==> src/logic/vls_defines.svh <==
`ifndef VLS_DEFINES_SVH
`define VLS_DEFINES_SVH

// ----------------------------------------
// Timing
// ----------------------------------------
`define VLS_CLK_MHZ 200
`define VLS_TERM_PULSE_MS 100
`define VLS_UPDATE_CYCLES 8'h10
`define VLS_SYNC_SETTLE 3'h4

// ----------------------------------------
// Serial slave address
// ----------------------------------------
`define VLS_ADDR_FIXED 4'h9
`define VLS_DEV_LSB 8
`define VLS_DEV_MSB 14

// ----------------------------------------
// Register byte offsets
// ----------------------------------------
`define VLS_REG_SOURCE 8'h00
`define VLS_REG_PULSE 8'h04
`define VLS_REG_RX 8'h08
`define VLS_REG_TX 8'h0C
`define VLS_REG_MODE 8'h10
`define VLS_REG_STATUS 8'h14

// ----------------------------------------
// Field positions
// ----------------------------------------
`define VLS_RX_GOFF 0
`define VLS_RX_BOOST_LSB 8
`define VLS_TX_OTERM 0
`define VLS_TX_OCUR 1
`define VLS_OUTPUT_PREEMPH_LEVEL_LSB 2
`define VLS_MODE_DRV 0
`define VLS_ST_SERIAL 0
`define VLS_ST_PULSE 1
`define VLS_ST_BUSY 2
`define VLS_ST_SRC_LSB 8
`define VLS_ST_ADDR_LSB 16

// ----------------------------------------
// Pin vector positions
// ----------------------------------------
`define VLS_PIN_W 11
`define VLS_PIN_SRC 0
`define VLS_PIN_BOOST 2
`define VLS_PIN_OTERM 3
`define VLS_PIN_DRV 4
`define VLS_PIN_OCUR 5
`define VLS_PIN_PE 6
`define VLS_PIN_STRAP 8

// ----------------------------------------
// Reset values
// ----------------------------------------
`define VLS_RST_SRC 2'h0
`define VLS_RST_PULSE 16'h0000
`define VLS_RST_GOFF 1'h0
`define VLS_RST_BOOST 8'h00
`define VLS_RST_PE 2'h0
`define VLS_RST_DRV 1'h1
`define VLS_RST_APP 32'h0000_0000

`endif

==> src/logic/vls_pkg.sv <==
package vls_pkg;

	// Applied configuration bundle, 32 bits wide
	typedef struct packed {
		logic [1:0] src;
		logic [15:0] pulse_en;
		logic goff;
		logic [7:0] boost;
		logic oterm;
		logic ocur;
		logic [1:0] pe;
		logic drv;
	} vls_cfg_t;

	// Strap capture after reset release
	typedef enum logic [1:0] {
		VLS_ST_WAIT = 2'b00,
		VLS_ST_LOAD = 2'b01,
		VLS_ST_RUN = 2'b10
	} vls_strap_t;

endpackage : vls_pkg

==> src/logic/vls_cfg_if.sv <==
`timescale 1ns/1ps
`default_nettype none
interface vls_cfg_if
	import vls_pkg::*;
(
	input wire logic clock, // Core clock
	input wire logic rst_b // Async reset, active low
);
	vls_cfg_t req_cfg;
	vls_cfg_t app_cfg;
	logic ce;
	logic pulse_active;
	logic window_busy;

	modport core(output req_cfg, output ce, input app_cfg,
		input pulse_active, input window_busy);
	modport timer(input clock, input rst_b, input ce, input req_cfg,
		output app_cfg, output pulse_active, output window_busy);
endinterface : vls_cfg_if
`default_nettype wire

==> src/logic/vls_update_timer.sv <==
`timescale 1ns/1ps
`default_nettype none
`include "vls_defines.svh"
module vls_update_timer
	import vls_pkg::*;
#(
	parameter int PULSE_CYCLES = `VLS_TERM_PULSE_MS * 1000 * `VLS_CLK_MHZ
) (
	vls_cfg_if.timer cfg // Requested and applied settings
);
	localparam logic [24:0] PULSE_LOAD = 25'(PULSE_CYCLES);

	vls_cfg_t app_ff, nxt_app;
	logic busy_ff, nxt_busy;
	logic [7:0] win_cnt_ff, nxt_win_cnt;
	logic [24:0] pulse_cnt_ff, nxt_pulse_cnt;

	// ----------------------------------------
	// Update window and termination pulse
	// ----------------------------------------
	// Writes during a window only change the request; the window is
	// not restarted, so a chatty master cannot stall the update forever
	always_comb begin
		nxt_app = app_ff;
		nxt_busy = busy_ff;
		nxt_win_cnt = win_cnt_ff;
		nxt_pulse_cnt = pulse_cnt_ff;
		if (cfg.ce) begin
			if (pulse_cnt_ff != 25'h0) begin
				nxt_pulse_cnt = pulse_cnt_ff - 25'h1;
			end
			if (busy_ff) begin
				if (win_cnt_ff == 8'h01) begin
					nxt_busy = 1'b0;
					nxt_app = cfg.req_cfg;
				end else begin
					nxt_win_cnt = win_cnt_ff - 8'h01;
				end
			end else if (cfg.req_cfg != app_ff) begin
				nxt_app = cfg.req_cfg;
				nxt_busy = 1'b1;
				nxt_win_cnt = `VLS_UPDATE_CYCLES;
			end
			// A source switch (re)starts the disconnect pulse
			if (nxt_app.src != app_ff.src) begin
				nxt_pulse_cnt = PULSE_LOAD;
			end
		end
	end

	// Registers only
	always_ff @(posedge cfg.clock or negedge cfg.rst_b) begin
		if (!cfg.rst_b) begin
			app_ff <= `VLS_RST_APP;
			busy_ff <= 1'b0;
			win_cnt_ff <= 8'h00;
			pulse_cnt_ff <= 25'h0;
		end else begin
			app_ff <= nxt_app;
			busy_ff <= nxt_busy;
			win_cnt_ff <= nxt_win_cnt;
			pulse_cnt_ff <= nxt_pulse_cnt;
		end
	end

	assign cfg.app_cfg = app_ff;
	assign cfg.pulse_active = (pulse_cnt_ff != 25'h0);
	assign cfg.window_busy = busy_ff;
endmodule : vls_update_timer
`default_nettype wire

==> src/logic/vls_ctrl.sv <==
// Added by the designer: the Wishbone interface to the registers and the register addresses.
`timescale 1ns/1ps
`default_nettype none
`include "vls_defines.svh"
module vls_ctrl
	import vls_pkg::*;
#(
	parameter int PULSE_CYCLES = `VLS_TERM_PULSE_MS * 1000 * `VLS_CLK_MHZ
) (
	input wire logic clock, // 200 MHz core clock
	input wire logic rst_b, // Async reset, active low
	input wire logic ce, // Clock enable, freezes state when low
	input wire logic wb_cyc_i, // Bus cycle
	input wire logic wb_stb_i, // Bus strobe
	input wire logic wb_we_i, // Write
	input wire logic [14:0] wb_adr_i, // Device field and byte offset
	input wire logic [3:0] wb_sel_i, // Byte enables
	input wire logic [31:0] wb_dat_i, // Write data
	output logic [31:0] wb_dat_o, // Read data
	output logic wb_ack_o, // Acknowledge
	input wire logic [1:0] pin_source_select, // Source pins
	input wire logic pin_boost_select, // Boost pin, 1 = 12 dB
	input wire logic pin_output_term_enable, // Output termination pin
	input wire logic pin_output_drive_enable, // Output enable pin
	input wire logic pin_output_current_select, // Current pin
	input wire logic [1:0] pin_preemph_level, // Pre-emphasis pins
	input wire logic slave_addr_strap_bit0, // Address strap LSB
	input wire logic slave_addr_strap_bit1, // Address strap
	input wire logic slave_addr_strap_bit2, // Address strap MSB
	output logic [3:0] link_select, // One-hot high speed source
	output logic [3:0] aux_select, // One-hot auxiliary source
	output logic [15:0] input_term_connect, // 1 = termination on
	output logic [7:0] input_boost_select, // 1 = 12 dB, 0 = 6 dB
	output logic output_term_enable, // Internal output termination
	output logic output_current_select, // Output current level
	output logic [1:0] output_preemph_level, // Pre-emphasis level
	output logic output_drive_enable, // 1 = outputs driven
	output logic hs_output_tristate, // 1 = outputs tristate
	output logic serial_mode // Serial control has taken over
);
	// ----------------------------------------
	// Functions
	// ----------------------------------------
	function automatic logic [3:0] vls_onehot(input logic [1:0] sel);
		vls_onehot = 4'h1 << sel;
	endfunction : vls_onehot

	function automatic logic [31:0] vls_merge(input logic [31:0] old_v,
		input logic [31:0] new_v, input logic [3:0] sel);
		logic [31:0] res;
		res = old_v;
		for (int i = 0; i < 4; i++) begin
			if (sel[i]) begin
				res[i*8 +: 8] = new_v[i*8 +: 8];
			end
		end
		vls_merge = res;
	endfunction : vls_merge

	// ----------------------------------------
	// Pin synchroniser and filter
	// ----------------------------------------
	logic [`VLS_PIN_W-1:0] pin_raw;
	logic [`VLS_PIN_W-1:0] s1_ff, s2_ff, s3_ff, pin_ok_ff;
	logic [`VLS_PIN_W-1:0] nxt_s1, nxt_s2, nxt_s3, nxt_pin_ok;

	assign pin_raw = {slave_addr_strap_bit2, slave_addr_strap_bit1,
		slave_addr_strap_bit0, pin_preemph_level, pin_output_current_select,
		pin_output_drive_enable, pin_output_term_enable, pin_boost_select,
		pin_source_select};

	// A bit is accepted only once stages two and three agree
	always_comb begin
		nxt_s1 = s1_ff;
		nxt_s2 = s2_ff;
		nxt_s3 = s3_ff;
		nxt_pin_ok = pin_ok_ff;
		if (ce) begin
			nxt_s1 = pin_raw;
			nxt_s2 = s1_ff;
			nxt_s3 = s2_ff;
			for (int i = 0; i < `VLS_PIN_W; i++) begin
				if (s2_ff[i] == s3_ff[i]) begin
					nxt_pin_ok[i] = s3_ff[i];
				end
			end
		end
	end

	// Registers only
	always_ff @(posedge clock or negedge rst_b) begin
		if (!rst_b) begin
			s1_ff <= '0;
			s2_ff <= '0;
			s3_ff <= '0;
			pin_ok_ff <= '0;
		end else begin
			s1_ff <= nxt_s1;
			s2_ff <= nxt_s2;
			s3_ff <= nxt_s3;
			pin_ok_ff <= nxt_pin_ok;
		end
	end

	logic [6:0] slave_addr;
	assign slave_addr = {`VLS_ADDR_FIXED,
		pin_ok_ff[`VLS_PIN_STRAP +: 3]};

	// ----------------------------------------
	// Bus slave and configuration registers
	// ----------------------------------------
	logic ack_ff, nxt_ack;
	logic [31:0] dat_ff, nxt_dat;
	logic serial_ff, nxt_serial;
	logic [1:0] src_ff, nxt_src;
	logic [15:0] pulse_ff, nxt_pulse;
	logic goff_ff, nxt_goff;
	logic [7:0] boost_ff, nxt_boost;
	logic oterm_ff, nxt_oterm;
	logic ocur_ff, nxt_ocur;
	logic [1:0] pe_ff, nxt_pe;
	logic drv_ff, nxt_drv;
	vls_strap_t strap_ff, nxt_strap;
	logic [2:0] settle_ff, nxt_settle;
	logic req, dev_hit;
	logic [7:0] off;
	logic [31:0] v_src, v_pulse, v_rx, v_tx, v_mode, v_stat, rd;
	vls_cfg_t app;
	logic pulse_active, window_busy;

	assign req = wb_cyc_i && wb_stb_i && !ack_ff;
	assign dev_hit = (wb_adr_i[`VLS_DEV_MSB:`VLS_DEV_LSB] == slave_addr);
	assign off = wb_adr_i[7:0];

	// Word views of each register
	assign v_src = {30'h0, src_ff};
	assign v_pulse = {16'h0, pulse_ff};
	assign v_rx = {16'h0, boost_ff, 7'h0, goff_ff};
	assign v_tx = {28'h0, pe_ff, ocur_ff, oterm_ff};
	assign v_mode = {31'h0, drv_ff};
	assign v_stat = {9'h0, slave_addr, 6'h0, app.src, 5'h0, window_busy,
		pulse_active, serial_ff};

	// Read mux; unmapped offsets and foreign addresses read zero
	always_comb begin
		rd = 32'h0;
		case (off)
			`VLS_REG_SOURCE: rd = v_src;
			`VLS_REG_PULSE: rd = v_pulse;
			`VLS_REG_RX: rd = v_rx;
			`VLS_REG_TX: rd = v_tx;
			`VLS_REG_MODE: rd = v_mode;
			`VLS_REG_STATUS: rd = v_stat;
			default: rd = 32'h0;
		endcase
		if (!dev_hit) begin
			rd = 32'h0;
		end
	end

	// Bus answers, writes, serial takeover and strap capture
	always_comb begin
		logic [31:0] m;
		m = 32'h0;
		nxt_ack = ack_ff;
		nxt_dat = dat_ff;
		nxt_serial = serial_ff;
		nxt_src = src_ff;
		nxt_pulse = pulse_ff;
		nxt_goff = goff_ff;
		nxt_boost = boost_ff;
		nxt_oterm = oterm_ff;
		nxt_ocur = ocur_ff;
		nxt_pe = pe_ff;
		nxt_drv = drv_ff;
		nxt_strap = strap_ff;
		nxt_settle = settle_ff;
		if (ce) begin
			nxt_ack = req;
			if (req) begin
				nxt_dat = rd;
			end
			// Any access to this device, read or write, is sticky
			if (req && dev_hit) begin
				nxt_serial = 1'b1;
			end
			if (req && dev_hit && wb_we_i) begin
				case (off)
					`VLS_REG_SOURCE: begin
						m = vls_merge(v_src, wb_dat_i, wb_sel_i);
						nxt_src = m[1:0];
					end
					`VLS_REG_PULSE: begin
						m = vls_merge(v_pulse, wb_dat_i, wb_sel_i);
						nxt_pulse = m[15:0];
					end
					`VLS_REG_RX: begin
						m = vls_merge(v_rx, wb_dat_i, wb_sel_i);
						nxt_goff = m[`VLS_RX_GOFF];
						nxt_boost = m[`VLS_RX_BOOST_LSB +: 8];
					end
					`VLS_REG_TX: begin
						m = vls_merge(v_tx, wb_dat_i, wb_sel_i);
						nxt_oterm = m[`VLS_TX_OTERM];
						nxt_ocur = m[`VLS_TX_OCUR];
						nxt_pe = m[`VLS_OUTPUT_PREEMPH_LEVEL_LSB +: 2];
					end
					`VLS_REG_MODE: begin
						m = vls_merge(v_mode, wb_dat_i, wb_sel_i);
						nxt_drv = m[`VLS_MODE_DRV];
					end
					default: m = 32'h0;
				endcase
			end
			// Pins are only trusted once the filter has settled
			case (strap_ff)
				VLS_ST_WAIT: begin
					nxt_settle = settle_ff + 3'h1;
					if (settle_ff == `VLS_SYNC_SETTLE) begin
						nxt_strap = VLS_ST_LOAD;
					end
				end
				VLS_ST_LOAD: begin
					nxt_oterm = pin_ok_ff[`VLS_PIN_OTERM];
					nxt_ocur = pin_ok_ff[`VLS_PIN_OCUR];
					nxt_strap = VLS_ST_RUN;
				end
				VLS_ST_RUN: nxt_strap = VLS_ST_RUN;
				default: nxt_strap = VLS_ST_WAIT;
			endcase
		end
	end

	// Registers only; oterm and ocur take their defaults from the straps, the rest are constant
	always_ff @(posedge clock or negedge rst_b) begin
		if (!rst_b) begin
			ack_ff <= 1'b0;
			dat_ff <= 32'h0;
			serial_ff <= 1'b0;
			src_ff <= `VLS_RST_SRC;
			pulse_ff <= `VLS_RST_PULSE;
			goff_ff <= `VLS_RST_GOFF;
			boost_ff <= `VLS_RST_BOOST;
			oterm_ff <= 1'b0;
			ocur_ff <= 1'b0;
			pe_ff <= `VLS_RST_PE;
			drv_ff <= `VLS_RST_DRV;
			strap_ff <= VLS_ST_WAIT;
			settle_ff <= 3'h0;
		end else begin
			ack_ff <= nxt_ack;
			dat_ff <= nxt_dat;
			serial_ff <= nxt_serial;
			src_ff <= nxt_src;
			pulse_ff <= nxt_pulse;
			goff_ff <= nxt_goff;
			boost_ff <= nxt_boost;
			oterm_ff <= nxt_oterm;
			ocur_ff <= nxt_ocur;
			pe_ff <= nxt_pe;
			drv_ff <= nxt_drv;
			strap_ff <= nxt_strap;
			settle_ff <= nxt_settle;
		end
	end

	assign wb_ack_o = ack_ff;
	assign wb_dat_o = dat_ff;
	assign serial_mode = serial_ff;

	// ----------------------------------------
	// Requested settings and update timer
	// ----------------------------------------
	vls_cfg_t req_cfg;

	// Pin control cannot touch input terminations at all
	always_comb begin
		if (serial_ff) begin
			req_cfg = '{src: src_ff, pulse_en: pulse_ff, goff: goff_ff,
				boost: boost_ff, oterm: oterm_ff, ocur: ocur_ff,
				pe: pe_ff, drv: drv_ff};
		end else begin
			req_cfg.src = pin_ok_ff[`VLS_PIN_SRC +: 2];
			req_cfg.pulse_en = 16'h0000;
			req_cfg.goff = 1'b0;
			req_cfg.boost = {8{pin_ok_ff[`VLS_PIN_BOOST]}};
			req_cfg.oterm = pin_ok_ff[`VLS_PIN_OTERM];
			req_cfg.ocur = pin_ok_ff[`VLS_PIN_OCUR];
			req_cfg.pe = pin_ok_ff[`VLS_PIN_PE +: 2];
			req_cfg.drv = pin_ok_ff[`VLS_PIN_DRV];
		end
	end

	vls_cfg_if u_cfg_if (
		.clock(clock),
		.rst_b(rst_b)
	);
	assign u_cfg_if.req_cfg = req_cfg;
	assign u_cfg_if.ce = ce;
	assign app = u_cfg_if.app_cfg;
	assign pulse_active = u_cfg_if.pulse_active;
	assign window_busy = u_cfg_if.window_busy;

	vls_update_timer #(
		.PULSE_CYCLES(PULSE_CYCLES)
	) u_timer (
		.cfg(u_cfg_if)
	);

	// ----------------------------------------
	// Output stage
	// ----------------------------------------
	logic [15:0] term_ff, nxt_term;
	logic [3:0] link_ff, nxt_link;

	// Gated terminations and one-hot routing, registered for clean pins
	always_comb begin
		nxt_term = term_ff;
		nxt_link = link_ff;
		if (ce) begin
			nxt_term = ~({16{app.goff}} |
				(pulse_active ? app.pulse_en : 16'h0000));
			nxt_link = vls_onehot(app.src);
		end
	end

	// Registers only; all terminations on out of reset
	always_ff @(posedge clock or negedge rst_b) begin
		if (!rst_b) begin
			term_ff <= 16'hFFFF;
			link_ff <= 4'h1;
		end else begin
			term_ff <= nxt_term;
			link_ff <= nxt_link;
		end
	end

	assign input_term_connect = term_ff;
	assign link_select = link_ff;
	assign aux_select = link_ff;
	assign input_boost_select = app.boost;
	assign output_term_enable = app.oterm;
	assign output_current_select = app.ocur;
	assign output_preemph_level = app.pe;
	assign output_drive_enable = app.drv;
	assign hs_output_tristate = !app.drv;
endmodule : vls_ctrl
`default_nettype wire

==> config.mk <==
export PLATFORM = sky130hd
export DESIGN_NAME = vls_ctrl
export DESIGN_NICKNAME = d
export VERILOG_FILES = /design/src/logic/vls_pkg.sv /design/src/logic/vls_cfg_if.sv /design/src/logic/vls_update_timer.sv /design/src/logic/vls_ctrl.sv
export VERILOG_INCLUDE_DIRS = /design/src /design/src/logic
export SDC_FILE = /design/constraint.sdc
export NUM_CORES = 1
export LEC_CHECK = 0
export BUFFER_PORTS_ARGS = -buffer_cell sky130_fd_sc_hd__buf_2
export CORE_MARGIN = 1.5
export CORE_UTILIZATION = 55
export CTS_CLUSTER_DIAMETER = 150
export DETAILED_ROUTE_END_ITERATION = 12
export PLACE_DENSITY = 0.74
export SLEW_MARGIN = 15
export SYNTH_ARGS = -nofsm -noshare
export SYNTH_HDL_FRONTEND = slang
export SYNTH_SLANG_ARGS = --single-unit
==> constraint.sdc <==
create_clock -name clock -period 3.75 [get_ports clock]
set_clock_uncertainty 0.15 [all_clocks]
set_input_delay 0.375 -clock clock [delete_from_list [all_inputs] [get_ports clock]]
set_output_delay 0.375 -clock clock [all_outputs]
set_load 0.02 [all_outputs]
==> impl_metrics.csv <==
group,metric,value,unit
worst_setup_path,crit_arrival,3.60,ns
place,dp_worst_setup_slack,0.4011,ns
logic_synthesis,synth_top_family_by_area,"compound AO/OA/AOI/OAI gates",
global_route,first_pass_grt_wire_length,35.09,mm
timing,final-max-slew-violation-count,0,
clock_tree,cts_tree,"yes",
route,drt_drc_violations_left,0,
logic_synthesis,synth-seq-area-share,50.73,%
place,place.port_buffers,110,
timing,max-slew-margin-rel,41.93,%
pwr,worst_ir_drop_vdd,361.8,µV
logic_synthesis,post_synth_fa_ha_maj_area_fraction,1.069,%
worst_setup_path,critical-path-slowest-cell,"sky130_fd_sc_hd__dfrtp_2",
global_route,first_global_vias,6678,
clock_tree,max-clock-path-buffers,2,
timing,hold-worst-slack,0.02363,ns
clock_tree,h-tree-depth,4,
logic_synthesis,asyncSetResetFlopFracSynth,100.0,%
logic_synthesis,post_synth_mux_area_share,11.38,%
worst_setup_path,timing.rr.start,"serial_mode$_DFFE_PN0P_",
clock_tree,tritoncts.num_buffers,17,
place,detailed_place_hpwl,15.18,mm
timing,final.setup.worst_slack,0.3545,ns
timing,timing.final.hold_violations,0,
worst_setup_path,timing.critical_path.to,"u_timer.cfg.app_cfg[2]$_DFFE_PN0P_",
worst_setup_path,critical-path-max-stage-delay,0.86,ns
logic_synthesis,synth_xor_xnor_area_share,2.711,%
logic_synthesis,synthDistinctLibCells,81,
worst_setup_path,timing.reg2reg.setup_slack,0.35,ns
clock_tree,cts_setup_buffers,0,
timing,finalWorstPathRequiredPeriod,3.396,ns
layout,synthToLayoutAreaGrowth,13.53,%
clock_tree,root_buffer,"sky130_fd_sc_hd__clkbuf_16",
worst_setup_path,cp.required,3.95,ns
floorplan,fp-row-count,47,
layout,num_antenna_cells,0,
timing,maxClockFrequency,294.5,MHz
logic_synthesis,synth.avg_cell_area,10.55,µm²
worst_setup_path,rr_endpoint,"u_timer.cfg.app_cfg[2]$_DFFE_PN0P_",
worst_setup_path,worst_setup_path_end_kind,"flop",
floorplan,design.die.area,0.01782,mm²
hold_path,hold_path.class,"in -> reg",
worst_setup_path,timing.critical_path.depth,9,
logic_synthesis,postSynthRegisterBits,189,
floorplan,initial_core_util,56.49,%
timing,setup_viol,0,
global_route,grt_remaining_overflow,0,
layout,mostFrequentLayoutCells,"170 x sky130_fd_sc_hd__dfrtp_1, 109 x sky130_fd_sc_hd__buf_2, 89 x sky130_fd_sc_hd__nand2_1",
floorplan,coreArea,0.01658,mm²
worst_setup_path,critical_path.startpoint,"serial_mode$_DFFE_PN0P_",
logic_synthesis,synth.cell_area,0.009368,mm²
worst_setup_path,critPathBufInv,2,
timing,final_min_period_over_clock_period,90.55,%
global_route,number_of_antenna_violations_at_the_first_check_in_global_routing,1,
timing,worst_pin_slew,0.8691,ns
logic_synthesis,dominantRegCellSynth,"sky130_fd_sc_hd__dfrtp_1",
worst_setup_path,cp_cell_sequence,"buf_4, mux2i_1, nor2_1, nor3_1, and4_4, a31oi_2, o21ai_4, buf_4, mux2i_1",
worst_setup_path,crit_path_start_kind,"flop",
layout,post_route_cells_drive_above_1_share,26.21,%
worst_setup_path,critical_path.max_fanout,41,
flow_run,max_cap_viol_count,0,
timing,rsz0062_at_grt,"no",
route,via_count,6992,
layout,final_common_cell,"sky130_fd_sc_hd__dfrtp_1",
floorplan,floorplan_die_height,133.5,µm
place,globalplace.congestion,0.8805,
clock_tree,clk_latency,0.44,ns
worst_setup_path,timing.setup.critical_path_class,"reg -> reg",
route,initialDrtViolationCount,651,
clock_tree,postCtsResizedCells,0,
clock_tree,clock-sinks,189,
worst_setup_path,register_to_register_path_depth,9,
global_route,grt_max_degree,99,
floorplan,num_io_pins,140,
logic_synthesis,compound_cell_area_share_of_the_yosys_netlist,14.71,%
pwr,pwr_density,604.1,mW/mm²
logic_synthesis,synthesis.yosys.warnings,0,
layout,utilization,64.13,%
outcome,status,"completed",
route,per_cell_via_count_in_the_routed_design,5.769,
clock_tree,clkSlewWorstSetupHoldPaths,0.07,ns
route,postRouteWirelength,21.44,mm
global_route,gr-usage-all-layers,25.14,%
pwr,leakage,0.004919,µW
layout,final_nets,1055,
route,final_antenna_net_count,0,
logic_synthesis,post_synth_inst_count,888,
route,post_drt_wl_per_cell,17.69,µm
route,dr.pass1.iters,5,
worst_setup_path,timing.critical_path.max_delay_family,"flip-flops",
floorplan,dieWidth,133.5,µm
timing,final.setup.tns,0,ns
logic_synthesis,synth-edff-count,0,
logic_synthesis,synth_simple_gate_area_share,12.89,%
layout make-up:
class                           instances  area (µm²)
Fill cell                            1353        5948
Sequential cell                       189        4753
Multi-Input combinational cell        585        4046
Timing Repair Buffer                  130       724.4
Clock buffer                           19       432.9
Tap cell                              220       275.3
Inverter                               56       210.2
Clock inverter                         13       192.7
synth_stat cells, drive strengths merged (7+ instances only):
cell type | instances | area, µm²
a211oi | 16 | 120.1
a21o | 21 | 157.7
a21oi | 24 | 120.1
a22o | 7 | 61.31
a22oi | 7 | 52.55
and3 | 8 | 50.05
buf | 46 | 314.1
clkbuf | 22 | 82.58
dfrtp | 171 | 4279
dfstp | 18 | 473.0
ha | 8 | 100.1
inv | 56 | 210.2
mux2 | 59 | 683.2
mux2i | 36 | 360.4
nand2 | 89 | 334.1
nand3 | 16 | 80.08
nand4 | 8 | 56.30
nor2 | 37 | 146.4
nor3 | 16 | 85.08
nor4 | 14 | 108.9
o21ai | 82 | 421.7
o22ai | 10 | 62.56
o31ai | 8 | 60.06
xnor2 | 20 | 175.2
xor2 | 9 | 78.83
flip-flops by register name, summed over array words and instances, names as in the netlist:
signal and count:
pulse_ff 16, u_timer.cfg.window_busy 1, wb_dat_o 20, drv_ff 1
strap_ff 2, s1_ff 11, pe_ff 2, aux_select 4
u_timer.win_cnt_ff 8, goff_ff 1, settle_ff 3, oterm_ff 1
pin_ok_ff 11, wb_ack_o 1, u_timer.cfg.app_cfg 32, s2_ff 11
src_ff 2, s3_ff 11, boost_ff 8, serial_mode 1
ocur_ff 1, input_term_connect 16, u_timer.pulse_cnt_ff 25
worst min-delay path by stage:
| stage | from | slack, ns | cells past startpoint | end |
|---|---|---|---|---|
| detailed placement | u_timer.pulse_cnt_ff[23]$_DFFE_PN0P_ | 0.31 | 1 | u_timer.pulse_cnt_ff[23]$_DFFE_PN0P_ |
| global placement | u_timer.pulse_cnt_ff[23]$_DFFE_PN0P_ | 0.31 | 1 | u_timer.pulse_cnt_ff[23]$_DFFE_PN0P_ |
| floorplan | rst_b | -0.07 | 0 | aux_select[1]$_DFFE_PN0P_ |
| global route | pin_output_current_select | 0.01 | 2 | s1_ff[5]$_DFFE_PN0P_ |
| CTS | pin_output_drive_enable | 0.008 | 2 | s1_ff[4]$_DFFE_PN0P_ |
| finish | pin_source_select[0] | 0.02 | 2 | s1_ff[0]$_DFFE_PN0P_ |
logic make-up (layout without fill, tap and decap cells):
group,count (synthesis),in the layout
buffers and inverters,124,218
adder cells (fa/ha/maj),8,8
other,1,11
AO/OA/AOI/OAI,208,208
multiplexers,96,96
XOR/XNOR,29,29
flip-flops,189,189
AND/OR/NAND/NOR,233,233
where the power goes:
part | switching (µW) | internal (µW) | total [µW]
combinational | 965 | 727 | 1690
clock | 796 | 1120 | 1920
sequential | 418 | 2400 | 2820
layer usage:
metal / up-vias / global-route usage (%) / routed length, µm / share of wire, %
met5: - / 0 / 10 / 0.047
met4: 2 / 9.360 / 604 / 2.8
met3: 44 / 5.023 / 1031 / 4.8
met2: 207 / 38.92 / 9871 / 46
met1: 3438 / 35.34 / 9926 / 46
li1: 3301 / - / - / -
what timing repair did:
action	CTS	global route
endpoints found under the hold margin	79	0
setup endpoints to repair	0	0
hold buffers	1	0
stage by stage:
step	total power (µW)	std cells	cell area, µm²
after floorplan	4054	898	9405
after global placement	4446	1179	10000
after detailed placement	4506	1179	10000
after CTS	6449	1212	10640
after global routing	6763	1212	10640
final	6425	1212	10640
(Power assumes the default switching activity.)
